File: src/pkg/ptf_pkg.sv
// Constants and types for the converter telemetry and fault handler
package ptf_pkg;
  localparam int CLK_HZ = 25000000;
  localparam int HICCUP_MS = 130;
  localparam int HICCUP_CYC = (CLK_HZ / 1000) * HICCUP_MS;
  localparam int VOLT_W = 12;
  localparam int NARROW_W = 8;
  localparam int ADC_W = 12;
  // Register offsets
  localparam logic [3:0] REG_VOLT = 4'h0;
  localparam logic [3:0] REG_CURR = 4'h1;
  localparam logic [3:0] REG_TEMP = 4'h2;
  localparam logic [3:0] REG_CTRL = 4'h3;
  localparam logic [3:0] REG_STAT = 4'h4;
  localparam logic [3:0] REG_COMP = 4'h5;
  // Control fields
  localparam int CTRL_ON_BIT = 0;
  localparam int CTRL_INJ_BIT = 1;
  localparam int CTRL_LATCH_BIT = 2;
  localparam logic [7:0] CTRL_RESET = 8'h00;
  localparam logic [7:0] COMP_RESET = 8'h10;
  localparam logic [7:0] TEMP_REF = 8'h19;
  typedef enum logic [1:0] {PTF_RUN, PTF_FAULT, PTF_HICCUP, PTF_LATCHED} ptf_state_t;
endpackage : ptf_pkg

File: src/ptf_handler.sv
// Converter telemetry sampling, fault injection and hiccup recovery
module ptf_handler
  import ptf_pkg::*;
#(
  parameter int HICCUP_CYCLES = HICCUP_CYC
)
(
  input wire logic i_clk,
  input wire logic i_reset,
  input wire logic [ADC_W-1:0] i_adc_volt,
  input wire logic [ADC_W-1:0] i_adc_curr,
  input wire logic [ADC_W-1:0] i_adc_temp,
  input wire logic i_adc_valid,
  input wire logic i_fault_genuine,
  input wire logic i_enable_pin,
  input wire logic i_sync_data,
  input wire logic [3:0] i_addr,
  input wire logic [7:0] i_wdata,
  input wire logic i_wr,
  input wire logic i_rd,
  output logic [7:0] o_rdata,
  output logic o_fault_status_n,
  output logic o_fault_status_oe,
  output logic o_power_on,
  output logic [VOLT_W-1:0] o_volt,
  output logic [NARROW_W-1:0] o_curr,
  output logic [NARROW_W-1:0] o_temp
);
  initial
  begin
    if (HICCUP_CYCLES < 1) $error("HICCUP_CYCLES must be at least 1");
  end

  typedef struct packed {
    logic [1:0] sd_sync;
    logic sd_prev;
    logic [1:0] en_sync;
    logic en_prev;
    logic [1:0] gf_sync;
    logic [VOLT_W-1:0] volt;
    logic [NARROW_W-1:0] curr;
    logic [NARROW_W-1:0] temp;
    logic [7:0] ctrl;
    logic [7:0] comp;
    ptf_state_t state;
    logic [31:0] cnt;
    logic fault_pend;
    logic fs_n;
    logic fs_oe;
    logic [7:0] rdata;
    logic power_on;
  } ptf_regs_t;

  ptf_regs_t r;
  ptf_regs_t next_r;
  logic sd_fall;
  logic en_rise;
  logic trigger;

  // Temperature correction of current: scale by ESR drift slope
  function automatic logic [NARROW_W-1:0] ptf_comp_curr(input logic [7:0] c, input logic [7:0] t,
                                                       input logic [7:0] k);
    logic [15:0] delta;
    logic [15:0] prod;
    logic [16:0] sum;
    delta = 16'h0000;
    prod = 16'h0000;
    sum = 17'h00000;
    if (t > TEMP_REF)
    begin
      delta = {8'h00, t - TEMP_REF};
      prod = 16'((32'(c) * 32'(delta) * 32'(k)) >> 8);
      sum = 17'(c) - 17'(prod >> 4);
      if (prod[15:4] > {4'h0, c}) sum = 17'h00000;
    end
    else
    begin
      sum = 17'(c);
    end
    return sum[7:0];
  endfunction

  assign sd_fall = r.sd_prev & ~r.sd_sync[1];
  assign en_rise = ~r.en_prev & r.en_sync[1];
  assign trigger = r.gf_sync[1] | r.ctrl[CTRL_INJ_BIT];

  // Next-state logic
  always_comb
  begin
    next_r = r;
    next_r.sd_sync = {r.sd_sync[0], i_sync_data};
    next_r.sd_prev = r.sd_sync[1];
    next_r.en_sync = {r.en_sync[0], i_enable_pin};
    next_r.en_prev = r.en_sync[1];
    next_r.gf_sync = {r.gf_sync[0], i_fault_genuine};
    // Continuous sampling, independent of any polling
    if (i_adc_valid)
    begin
      next_r.volt = i_adc_volt;
      next_r.temp = i_adc_temp[ADC_W-1 -: NARROW_W];
      next_r.curr = ptf_comp_curr(i_adc_curr[ADC_W-1 -: NARROW_W], i_adc_temp[ADC_W-1 -: NARROW_W],
                                  r.comp);
    end
    // Register writes; injection holds until cleared
    if (i_wr && i_addr == REG_CTRL)
    begin
      next_r.ctrl = i_wdata;
    end
    if (i_wr && i_addr == REG_COMP)
    begin
      next_r.comp = i_wdata;
    end
    // Read data, one cycle later
    next_r.rdata = 8'h00;
    if (i_rd)
    begin
      case (i_addr)
        REG_VOLT: next_r.rdata = r.volt[7:0];
        REG_CURR: next_r.rdata = r.curr;
        REG_TEMP: next_r.rdata = r.temp;
        REG_CTRL: next_r.rdata = r.ctrl;
        REG_STAT: next_r.rdata = {4'h0, r.volt[11:8] == 4'h0 ? 1'b0 : 1'b1, r.power_on,
                                  2'(r.state)};
        REG_COMP: next_r.rdata = r.comp;
        default: next_r.rdata = 8'h00;
      endcase
    end
    // Fault recovery state machine
    case (r.state)
      PTF_RUN:
      begin
        next_r.power_on = r.ctrl[CTRL_ON_BIT] & r.en_sync[1];
        if (trigger && r.power_on)
        begin
          next_r.state = PTF_FAULT;
          next_r.power_on = 1'b0;
          next_r.fault_pend = 1'b1;
        end
      end
      PTF_FAULT:
      begin
        next_r.power_on = 1'b0;
        if (!trigger)
        begin
          next_r.state = r.ctrl[CTRL_LATCH_BIT] ? PTF_LATCHED : PTF_HICCUP;
          next_r.cnt = 32'h00000000;
        end
      end
      PTF_HICCUP:
      begin
        next_r.power_on = 1'b0;
        if (trigger)
        begin
          next_r.state = PTF_FAULT;
        end
        else if (r.cnt >= 32'(HICCUP_CYCLES - 1))
        begin
          next_r.state = PTF_RUN;
          next_r.fault_pend = 1'b0;
        end
        else
        begin
          next_r.cnt = r.cnt + 32'h00000001;
        end
      end
      PTF_LATCHED:
      begin
        next_r.power_on = 1'b0;
        if (!trigger && (en_rise || (i_wr && i_addr == REG_CTRL && !r.ctrl[CTRL_ON_BIT]
            && i_wdata[CTRL_ON_BIT])))
        begin
          next_r.state = PTF_RUN;
          next_r.fault_pend = 1'b0;
        end
      end
      default: next_r.state = PTF_RUN;
    endcase
    // Fault status line updates only on sync falling edge
    if (sd_fall)
    begin
      next_r.fs_n = ~r.fault_pend;
      next_r.fs_oe = r.fault_pend; // Drive the open-drain line only while low
    end
  end

  // State register
  always_ff @(posedge i_clk)
  begin
    if (i_reset)
    begin
      r <= '0;
      r.ctrl <= CTRL_RESET;
      r.comp <= COMP_RESET;
      r.state <= PTF_RUN;
      r.fs_n <= 1'b1;
    end
    else
    begin
      r <= next_r;
    end
  end

  assign o_rdata = r.rdata;
  assign o_fault_status_n = r.fs_n;
  assign o_fault_status_oe = r.fs_oe;
  assign o_power_on = r.power_on;
  assign o_volt = r.volt;
  assign o_curr = r.curr;
  assign o_temp = r.temp;

  // Fault status moves only after a sync falling edge
  property p_fs_edge;
    @(posedge i_clk) disable iff (i_reset)
      (r.fs_n != $past(r.fs_n)) |-> $past(sd_fall);
  endproperty
  a_fs_edge: assert property (p_fs_edge) else $error("fault line changed off sync edge");

  property p_fault_off;
    @(posedge i_clk) disable iff (i_reset)
      (r.state == PTF_RUN && trigger && r.power_on) |=> (!r.power_on && r.state == PTF_FAULT);
  endproperty
  a_fault_off: assert property (p_fault_off) else $error("fault did not shut output");

  property p_latch_hold;
    @(posedge i_clk) disable iff (i_reset)
      (r.state == PTF_LATCHED && !en_rise && !i_wr) |=> (r.state == PTF_LATCHED && !r.power_on);
  endproperty
  a_latch_hold: assert property (p_latch_hold) else $error("latched fault released");

  property p_hiccup_off;
    @(posedge i_clk) disable iff (i_reset)
      (r.state == PTF_HICCUP) |-> !r.power_on;
  endproperty
  a_hiccup_off: assert property (p_hiccup_off) else $error("output on during hiccup");

  property p_hiccup_end;
    @(posedge i_clk) disable iff (i_reset)
      (r.state == PTF_HICCUP && !trigger && r.cnt == 32'(HICCUP_CYCLES - 1)) |=> r.state == PTF_RUN;
  endproperty
  a_hiccup_end: assert property (p_hiccup_end) else $error("hiccup restart missed");

  property p_sample;
    @(posedge i_clk) disable iff (i_reset)
      i_adc_valid |=> (r.volt == $past(i_adc_volt));
  endproperty
  a_sample: assert property (p_sample) else $error("voltage sample not stored");

  property p_inj_hold;
    @(posedge i_clk) disable iff (i_reset)
      (r.ctrl[CTRL_INJ_BIT] && !(i_wr && i_addr == REG_CTRL)) |=> r.ctrl[CTRL_INJ_BIT];
  endproperty
  a_inj_hold: assert property (p_inj_hold) else $error("injection dropped by itself");

  property p_rd_volt;
    @(posedge i_clk) disable iff (i_reset)
      (i_rd && i_addr == REG_VOLT) |=> (o_rdata == $past(r.volt[7:0]));
  endproperty
  a_rd_volt: assert property (p_rd_volt) else $error("voltage read wrong");

  // Read port: data stands one cycle, zero otherwise
  property p_rdata_idle;
    @(posedge i_clk) disable iff (i_reset)
      !i_rd |=> (o_rdata == 8'h00);
  endproperty
  a_rdata_idle: assert property (p_rdata_idle) else $error("read data not cleared");

  property p_rd_curr;
    @(posedge i_clk) disable iff (i_reset)
      (i_rd && i_addr == REG_CURR) |=> (o_rdata == $past(r.curr));
  endproperty
  a_rd_curr: assert property (p_rd_curr) else $error("current read wrong");

  property p_rd_temp;
    @(posedge i_clk) disable iff (i_reset)
      (i_rd && i_addr == REG_TEMP) |=> (o_rdata == $past(r.temp));
  endproperty
  a_rd_temp: assert property (p_rd_temp) else $error("temperature read wrong");

  // Sampling and current correction
  property p_temp_sample;
    @(posedge i_clk) disable iff (i_reset)
      i_adc_valid |=> (r.temp == $past(i_adc_temp[ADC_W-1 -: NARROW_W]));
  endproperty
  a_temp_sample: assert property (p_temp_sample) else $error("temperature sample not stored");

  property p_curr_cold;
    @(posedge i_clk) disable iff (i_reset)
      (i_adc_valid && i_adc_temp[ADC_W-1 -: NARROW_W] <= TEMP_REF)
        |=> (r.curr == $past(i_adc_curr[ADC_W-1 -: NARROW_W]));
  endproperty
  a_curr_cold: assert property (p_curr_cold) else $error("current changed below reference");

  property p_curr_warm;
    @(posedge i_clk) disable iff (i_reset)
      (i_adc_valid && i_adc_temp[ADC_W-1 -: NARROW_W] > TEMP_REF)
        |=> (r.curr <= $past(i_adc_curr[ADC_W-1 -: NARROW_W]));
  endproperty
  a_curr_warm: assert property (p_curr_warm) else $error("warm current not reduced");

  // Fault recovery sequencing
  property p_fault_stay;
    @(posedge i_clk) disable iff (i_reset)
      (r.state == PTF_FAULT && trigger) |=> (r.state == PTF_FAULT && !r.power_on);
  endproperty
  a_fault_stay: assert property (p_fault_stay) else $error("fault left while trigger high");

  property p_fault_exit;
    @(posedge i_clk) disable iff (i_reset)
      (r.state == PTF_FAULT && !trigger)
        |=> (r.state == ($past(r.ctrl[CTRL_LATCH_BIT]) ? PTF_LATCHED : PTF_HICCUP));
  endproperty
  a_fault_exit: assert property (p_fault_exit) else $error("wrong recovery after fault");

  property p_hiccup_retrig;
    @(posedge i_clk) disable iff (i_reset)
      (r.state == PTF_HICCUP && trigger) |=> (r.state == PTF_FAULT);
  endproperty
  a_hiccup_retrig: assert property (p_hiccup_retrig) else $error("hiccup ignored new fault");

  property p_latch_en;
    @(posedge i_clk) disable iff (i_reset)
      (r.state == PTF_LATCHED && !trigger && en_rise) |=> (r.state == PTF_RUN);
  endproperty
  a_latch_en: assert property (p_latch_en) else $error("enable toggle did not clear");

  property p_latch_cmd;
    @(posedge i_clk) disable iff (i_reset)
      (r.state == PTF_LATCHED && !trigger && i_wr && i_addr == REG_CTRL && !r.ctrl[CTRL_ON_BIT]
        && i_wdata[CTRL_ON_BIT]) |=> (r.state == PTF_RUN);
  endproperty
  a_latch_cmd: assert property (p_latch_cmd) else $error("off-on command did not clear");

  property p_run_power;
    @(posedge i_clk) disable iff (i_reset)
      (r.state == PTF_RUN && !trigger) |=> (r.power_on == $past(r.ctrl[CTRL_ON_BIT] & r.en_sync[1]));
  endproperty
  a_run_power: assert property (p_run_power) else $error("output does not follow enable");

  // Fault status line handling
  property p_fs_pend;
    @(posedge i_clk) disable iff (i_reset)
      sd_fall |=> (r.fs_n == !$past(r.fault_pend));
  endproperty
  a_fs_pend: assert property (p_fs_pend) else $error("fault line not updated on sync edge");

  property p_oe_pair;
    @(posedge i_clk) disable iff (i_reset)
      (o_fault_status_oe == !o_fault_status_n);
  endproperty
  a_oe_pair: assert property (p_oe_pair) else $error("fault line enable mismatched");

endmodule : ptf_handler

File: config.mk
export PLATFORM = sky130hd
export DESIGN_NAME = ptf_handler
export DESIGN_NICKNAME = d
export VERILOG_FILES = /design/src/pkg/ptf_pkg.sv /design/src/ptf_handler.sv
export SDC_FILE = /design/constraint.sdc
export NUM_CORES = 1
export LEC_CHECK = 0
export ABC_CLOCK_PERIOD_IN_PS = 10200
export BUFFER_PORTS_ARGS = -buffer_cell sky130_fd_sc_hd__buf_4
export CORE_AREA = 2 2 144 146
export CTS_CLUSTER_DIAMETER = 100
export DETAILED_ROUTE_END_ITERATION = 10
export DIE_AREA = 0 0 146 148
export PLACE_DENSITY = 0.75
export SYNTH_ARGS = -nofsm -noshare
export SYNTH_HDL_FRONTEND = slang
export SYNTH_SLANG_ARGS = --single-unit
File: constraint.sdc
create_clock -name i_clk -period 10.2 [get_ports i_clk]
set_input_delay 1.53 -clock i_clk [delete_from_list [all_inputs] [get_ports i_clk]]
set_output_delay 1.53 -clock i_clk [all_outputs]
set_load 0.01 [all_outputs]
==> insert_results.sql, run 1 <==
INSERT INTO impl_metrics (metric_group, metric, value, unit) VALUES
('status', 'run_status', 'finished, violations left', ''),
('status', 'violations', 'setup timing', ''),
('grt', 'first_global_vias', '9658', ''),
('grt', 'grt_pass1_wl', '46.0', 'mm'),
('final_layout', 'layout_common_cells', '228 x buf_4, 174 x inv_1, 120 x nor2_1, 117 x fa_1, 98 x dfxtp_1', ''),
('worst_setup_path', 'end_kind', 'flip-flop', ''),
('synth', 'post_synth_design_cell_area', '10800', 'um2'),
('final_layout', 'layout-area-overhead-vs-synth', '25.6', '%'),
('routing', 'drt-vias-per-instance', '5.38', ''),
('synth', 'synth.avg_cell_area', '8.69', 'um2'),
('final_layout', 'layout_commonest_cell', 'buf_4', ''),
('pwr', 'total_power', '4550', 'uW'),
('synth', 'syn_nets', '1519', ''),
('pwr', 'comb_power_share', '0.829', ''),
('clocking', 'clk_transition_reported_paths', '0.07', 'ns'),
('grt', 'largest_net_degree_at_the_start_of_global_routing', '66', ''),
('worst_setup_path', 'critical-path-max-stage-delay', '0.58', 'ns'),
('pwr', 'power.share.switching', '0.443', ''),
('timing', 'period_share', '1.02', ''),
('synth', 'yosys_most_used_dff', 'dfxtp_1', ''),
('pwr', 'p_leak', '0.00653', 'uW'),
('clocking', 'clock_sinks', '98', ''),
('job', 'maxCapViolations', '0', ''),
('grt', 'grt_overflow_total', '0', ''),
('routing', 'num_vias', '9168', ''),
('worst_setup_path', 'cp_bufs_invs', '11', ''),
('routing', 'detail_route.iter0.violations', '420', ''),
('routing', 'drt-pass1-iter-count', '5', ''),
('timing', 'layout_setup_ws', '-0.248', 'ns'),
('synth', 'ys_async_sr_fraction', '0', ''),
('synth', 'count_of_flip_flops_with_a_built_in_enable_after_synthesis', '0', ''),
('worst_setup_path', 'timing.critical_path.max_delay_family', 'adder cells', ''),
('timing', 'totalNegativeSetupSlack', '-1.53', 'ns'),
('synth', 'syn-instance-count', '1248', ''),
('grt', 'antenna_found_initial', '0', ''),
('routing', 'routedWlPerCell', '16.1', 'um'),
('timing', 'grt_setup_unrepaired', 'true', ''),
('final_layout', 'post_layout_nonfiller_instances', '1703', ''),
('worst_setup_path', 'worstSetupStartpointType', 'primary input', ''),
('routing', 'drc', '0', ''),
('pwr', 'switching_power', '2020', 'uW'),
('synth', 'yosys_register_bits', '98', ''),
('routing', 'ant_nets', '0', ''),
('timing', 'max_clock_freq', '95.7', 'MHz'),
('place', 'post-place-cells', '1663', ''),
('timing', 'maxSlewViolCount', '0', ''),
('die', 'starting_utilization_of_the_core_area', '0.541', ''),
('synth', 'yosys.cell_types.count', '70', ''),
('pwr', 'powerDensity', '334', 'nW/um2'),
('clocking', 'tritoncts', 'done', ''),
('synth', 'synth-warning-count', '0', ''),
('die', 'rows', '52', ''),
('pwr', 'p_int', '2530', 'uW'),
('final_layout', 'finish.net_count', '1699', ''),
('grt', 'grt_use_total', '0.258', ''),
('pwr', 'power.share.sequential', '0.093', ''),
('grt', 'met2_usage', '0.457', ''),
('die', 'die_area', '21600', 'um2'),
('clocking', 'h-tree-depth', '3', ''),
('grt', 'grt_busiest_layer', 'met2', ''),
('worst_hold_path', 'min-delay-path-class', 'flip-flop to flip-flop', ''),
('timing', 'setup_viol', '8', ''),
('worst_setup_path', 'critical_path_peak_fanout', '6', ''),
('timing', 'worst_slew_margin', '0.374', ''),
('synth', 'ys_seq_area_frac', '0.181', ''),
('place', 'dp.final_hpwl', '21.1', 'mm'),
('grt', 'groute.layer.met1.usage', '0.327', ''),
('clocking', 'clk_latency', '0.35', 'ns'),
('pwr', 'power.ir.vdd_worst', '0.254', 'mV'),
('worst_setup_path', 'critical_path_start_end_classification', 'primary input to flip-flop', ''),
('timing', 'post-route-min-period', '10.45', 'ns');
## cells in the mapped netlist, types with 6 or more instances
master,instances,share of area
a21oi_1,56,0.026
ha_1,95,0.11
nand2_1,91,0.032
nand2b_1,13,0.0075
fa_1,120,0.22
a211oi_1,6,0.0042
and3b_1,8,0.0065
nor2_1,124,0.043
xnor2_1,27,0.022
xor2_1,19,0.015
inv_1,184,0.064
nor3_1,7,0.0032
clkbuf_1,28,0.0097
nand4_1,10,0.0058
o21ai_0,27,0.012
a31oi_1,7,0.0040
mux2i_1,33,0.030
nor2b_1,19,0.011
and2_1,87,0.050
dfxtp_1,98,0.18
nand3_1,22,0.010
and3_1,16,0.0092
buf_4,36,0.025
a21o_1,10,0.0069
or3_1,10,0.0058
## timing repair
action / CTS / global route
setup buffers: 15 / 9
pin swaps: 44 / 50
resized for setup: 45 / 40
setup endpoints to repair: 8 / 8
## sequential cells by signal, indices dropped and copies added (netlist names)
name / count
o_power_on: 1
o_rdata: 8
o_curr: 8
o_fault_status_oe: 1
o_fault_status_n: 1
o_volt: 12
next_r: 5
r: 54
o_temp: 8
## area by class of cell
cell class / count / area, um2
clock buffers: 9 / 225
clock inverters: 7 / 93.8
fillers: 1559 / 6420
inverters: 184 / 696
multi-input cells: 896 / 8450
flip-flops and latches: 98 / 1960
well taps: 270 / 338
repair buffers: 239 / 1850
## worst reg2reg max path: cells and delay by family (launching register included)
family / cells / cell delay, ns
simple gates: 6 / 1.02
flops: 1 / 0.94
compound gates: 6 / 1.00
fa+ha+maj: 6 / 2.61
buf+inv: 5 / 0.58
xor+xnor: 1 / 0.13
## power groups by stage
stage	combinational [uW]	sequential [uW]	clock, uW
final	3770	421	356
after global routing	4150	423	373
after CTS	3460	420	360
after detailed placement	3190	429	0
after global placement	3130	429	0
after floorplan	1980	420	0
## kinds of logic after synthesis
kind of cell | count (synthesis) | share of synthesized area
AOI/OAI and AO/OA | 160 | 0.101
xor gates and xnor gates | 46 | 0.0372
adders and majority gates | 215 | 0.331
buffers and inverters | 254 | 0.101
DFF | 98 | 0.181
muxes | 40 | 0.0429
and+or+nand+nor | 435 | 0.205
## per-stage QoR
stage / hold slack (ns) / instance area [um2] / worst slack, ns
4_1_cts: 0.441 / 13300 / -0.279
5_1_grt: 0.452 / 13600 / -0.602
3_5_place_dp: 0.425 / 12700 / -0.944
6_report: 0.439 / 13600 / -0.248
2_1_floorplan: 0.414 / 11200 / -0.0570
3_3_place_gp: 0.419 / 12700 / -0.672
## path summary, 6_finish.rpt
check	from	to	slack, ns	depth (start not counted)
setup / recovery	i_adc_temp[6]	o_curr[6]	-0.25	43
hold / removal	next_r[91]	r[91]	0.44	1
setup reg to reg	r[49]	o_curr[6]	3.83	24
hold reg to reg	next_r[91]	r[91]	0.44	1
## layer usage
metal  vias up  wire [um]
met5         -          0
li1       4375          -
met1      4462      11600
met3        64       1210
met4         0        928
met2       267      13600
Power figures use the tool's default switching activity.
==> run 2, diff against run 1 <==
==> config.mk (replaced) <==
export PLATFORM = sky130hd
export DESIGN_NAME = ptf_handler
export DESIGN_NICKNAME = d
export VERILOG_FILES = /design/src/pkg/ptf_pkg.sv /design/src/ptf_handler.sv
export SDC_FILE = /design/constraint.sdc
export NUM_CORES = 1
export LEC_CHECK = 0
export ABC_AREA = 1
export ABC_CLOCK_PERIOD_IN_PS = 10200
export BUFFER_PORTS_ARGS = -buffer_cell sky130_fd_sc_hd__buf_4
export CORE_AREA = 2 2 148 150
export CTS_CLUSTER_DIAMETER = 80
export DETAILED_ROUTE_END_ITERATION = 10
export DIE_AREA = 0 0 150 152
export HOLD_SLACK_MARGIN = 0.12
export PLACE_DENSITY = 0.76
export SYNTH_ARGS = -nofsm -noshare
export SYNTH_HDL_FRONTEND = slang
export SYNTH_SLANG_ARGS = --single-unit
==> run 2 against run 1 <==
Compared with the run above:
- via count increased by 19%
- critical endpoint is now o_curr[4]
- largest cell class unchanged
- clock skew fell by 0.0025 ns
- global-route usage increased by 1.4 points
- count of clock-buffer cells in the layout unchanged
- area after synthesis grew 6.6%
- the run still ends with setup timing left
- first-iteration DRC count increased by 64%
==> insert_results.sql, run 2 <==
INSERT INTO impl_metrics (metric_group, metric, value, unit) VALUES
('status', 'run_status', 'finished, violations left', ''),
('status', 'violations', 'setup timing', ''),
('clocking', 'postCtsHoldBufs', '0', ''),
('final_layout', 'post_route_cells_drive_above_1_share', '0.234', ''),
('routing', 'ant_nets', '0', ''),
('timing', 'layout_setup_ws', '-0.330', 'ns'),
('place', 'port_buffer_count', '86', ''),
('timing', 'grt_setup_unrepaired', 'true', ''),
('routing', 'drc', '0', ''),
('synth', 'ys_async_sr_fraction', '0', ''),
('timing', 'worst_max_slew_pin_slew', '1.16', 'ns'),
('die', 'die_height', '152', 'um'),
('worst_setup_path', 'critical_path_start_end_classification', 'primary input to flip-flop', ''),
('synth', 'yosys.area_share.simple', '0.235', ''),
('timing', 'timing.clock.skew', '0.00826', 'ns'),
('worst_setup_path', 'critical_path_peak_fanout', '7', ''),
('synth', 'synthAdderAreaFrac', '0.311', ''),
('timing', 'worst_slew_margin', '0.223', ''),
('grt', 'grt_overflow_total', '0', ''),
('synth', 'count_of_flip_flops_with_a_built_in_enable_after_synthesis', '0', ''),
('final_layout', 'layout-area-overhead-vs-synth', '24.0', '%'),
('grt', 'grt_pass1_wl', '50.6', 'mm'),
('timing', 'setup_viol', '8', ''),
('grt', 'antenna_found_initial', '0', ''),
('final_layout', 'post_layout_nonfiller_instances', '2091', ''),
('timing', 'period_share', '1.03', ''),
('timing', 'post-route-min-period', '10.53', 'ns'),
('routing', 'routed_wl', '31.1', 'mm'),
('clocking', 'tritoncts', 'done', ''),
('timing', 'finalHoldViolCount', '0', ''),
('clocking', 'cts-buffers-inserted', '9', ''),
('synth', 'yosys.area.top_type', 'fa_1', ''),
('routing', 'routedWlPerCell', '14.9', 'um'),
('worst_setup_path', 'arrival', '10.80', 'ns'),
('timing', 'maxSlewViolCount', '0', ''),
('synth', 'post_synth_mux_area_share', '0', ''),
('clocking', 'clk_latency', '0.35', 'ns'),
('final_layout', 'largest_register', 'r', ''),
('synth', 'synth-xor-area-share', '0.0362', ''),
('synth', 'synth-warning-count', '0', ''),
('place', 'dp.final_hpwl', '24.1', 'mm'),
('place', 'post-place-cells', '2052', ''),
('synth', 'yosys_most_used_dff', 'dfxtp_1', ''),
('synth', 'yosys_register_bits', '98', ''),
('die', 'pin_count', '95', ''),
('routing', 'detail_route.iter0.violations', '688', ''),
('routing', 'drt-vias-per-instance', '5.23', ''),
('die', 'chipWidth', '150', 'um'),
('die', 'starting_utilization_of_the_core_area', '0.541', ''),
('worst_setup_path', 'worstSetupStartpointType', 'primary input', ''),
('final_layout', 'finish.net_count', '2077', ''),
('final_layout', 'fin_area', '14300', 'um2'),
('final_layout', 'largest_register_ffs', '54', ''),
('synth', 'yosys.cell_types.count', '50', ''),
('clocking', 'clk_root_buffer_cell', 'clkbuf_16', ''),
('worst_setup_path', 'worstPathRequired', '10.47', 'ns'),
('die', 'core', '21400', 'um2'),
('synth', 'synth.top_cells.by_area', 'fa_1 21%, dfxtp_1 17%, inv_1 11%', ''),
('final_layout', 'layout_commonest_cell', 'inv_1', ''),
('synth', 'synth-compound-area-share', '0.0968', ''),
('grt', 'first_global_vias', '10800', ''),
('place', 'dpl-instance-area', '13500', 'um2'),
('worst_setup_path', 'timing.critical_path.slowest_stage_cell', 'fa_1', ''),
('place', 'final_weighted_congestion_of_routability_driven_global_placement', '0.942', ''),
('synth', 'synth.avg_cell_area', '7.10', 'um2'),
('grt', 'largest_net_degree_at_the_start_of_global_routing', '48', ''),
('die', 'die_area', '22800', 'um2'),
('synth', 'synth_top_family_by_area', 'adder cells', ''),
('timing', 'max_clock_freq', '95.0', 'MHz'),
('worst_setup_path', 'end_kind', 'flip-flop', ''),
('final_layout', 'diodes', '0', ''),
('timing', 'totalNegativeSetupSlack', '-2.24', 'ns'),
('worst_setup_path', 'reg2reg_setup_slack', '3.62', 'ns'),
('die', 'rows', '54', ''),
('clocking', 'h-tree-depth', '3', ''),
('synth', 'ys_top_cells_by_count', '328 x inv_1, 287 x nand2_1, 227 x nor2_1', ''),
('worst_hold_path', 'min-delay-path-class', 'flip-flop to flip-flop', ''),
('synth', 'ys_seq_area_frac', '0.170', ''),
('job', 'maxCapViolations', '0', ''),
('synth', 'syn_nets', '1899', ''),
('synth', 'netlist.area_leader.share', '0.208', ''),
('synth', 'syn-instance-count', '1628', ''),
('clocking', 'clock_sinks', '98', ''),
('grt', 'grt_use_total', '0.272', ''),
('synth', 'synth.most_common_cell', 'inv_1', ''),
('final_layout', 'layout_common_cells', '306 x inv_1, 259 x nand2_1, 241 x buf_4, 217 x nor2_1, 120 x fa_1', ''),
('worst_setup_path', 'cpMostUsedCell', 'fa_1', ''),
('routing', 'num_vias', '10900', ''),
('clocking', 'maximum_buffer_depth_of_the_clock_tree', '2', ''),
('routing', 'drt-pass1-iter-count', '5', ''),
('synth', 'post_synth_design_cell_area', '11600', 'um2'),
('worst_setup_path', 'critical-path-max-stage-delay', '0.56', 'ns'),
('clocking', 'clk_transition_reported_paths', '0.07', 'ns');
run 2: cell count changes in the layout (fill, tap and decap cells not counted), moves of 36 or more:
cell     delta
and2_1     -83
nand3_1    +36
inv_1     +132
a21oi_1    +37
nor2_1     +97
nand2_1   +173
run 2: kinds of logic after synthesis:
group | count (synthesis)
compound gates | 202
xor+xnor | 46
fa+ha+maj | 215
buf+inv | 423
flops | 98
simple gates | 644
run 2: worst max-delay path, delay by kind of cell:
kind                     cells  cell delay [ns]
buffers and inverters       10             0.62
AND/OR/NAND/NOR             20             2.03
XOR/XNOR                     3             0.78
adder cells (fa/ha/maj)     11             4.80
AO/OA/AOI/OAI                8             1.06
run 2: layout make-up:
cell class / count / area [um2]
clock buffer: 9 / 225
sequential: 98 / 1960
tap: 280 / 350
timing repair buffer: 246 / 1870
inverter: 344 / 1310
clock inverter: 7 / 67.6
fill: 1756 / 7010
multi-input combinational: 1107 / 8560
run 2: routing by layer:
layer,track usage,wire length [um]
met4,0.0881,818
met3,0.0330,2080
met1,0.357,13100
met5,0,0
met2,0.465,15100
run 2: path summary, 6_finish.rpt:
check	from	end	cells past startpoint
max	i_adc_temp[6]	o_curr[4]	52
min	next_r[94]	next_r[92]	2
max reg2reg	r[48]	o_curr[6]	28
min reg2reg	next_r[94]	next_r[92]	2
run 2: per-stage QoR:
stage / utilization / hold WS (ns) / setup slack, ns
detailed placement: 0.631 / 0.395 / -0.787
global route: 0.671 / 0.420 / -0.769
CTS: 0.661 / 0.411 / -0.141
global placement: 0.631 / 0.401 / -0.672
finish: 0.671 / 0.408 / -0.330
floorplan: - / 0.388 / -0.00884
run 2: timing repair:
action / CTS / global route
buffers inserted: 18 / 6
pin swaps: 44 / 41
resized for setup: 49 / 49
cloned: 0 / 0
endpoints found under the setup margin: 8 / 8
Power of run 2 is left out: the tool's default activity adds up to more than one toggle a clock period on the data nets, which glitch-free logic cannot reach.
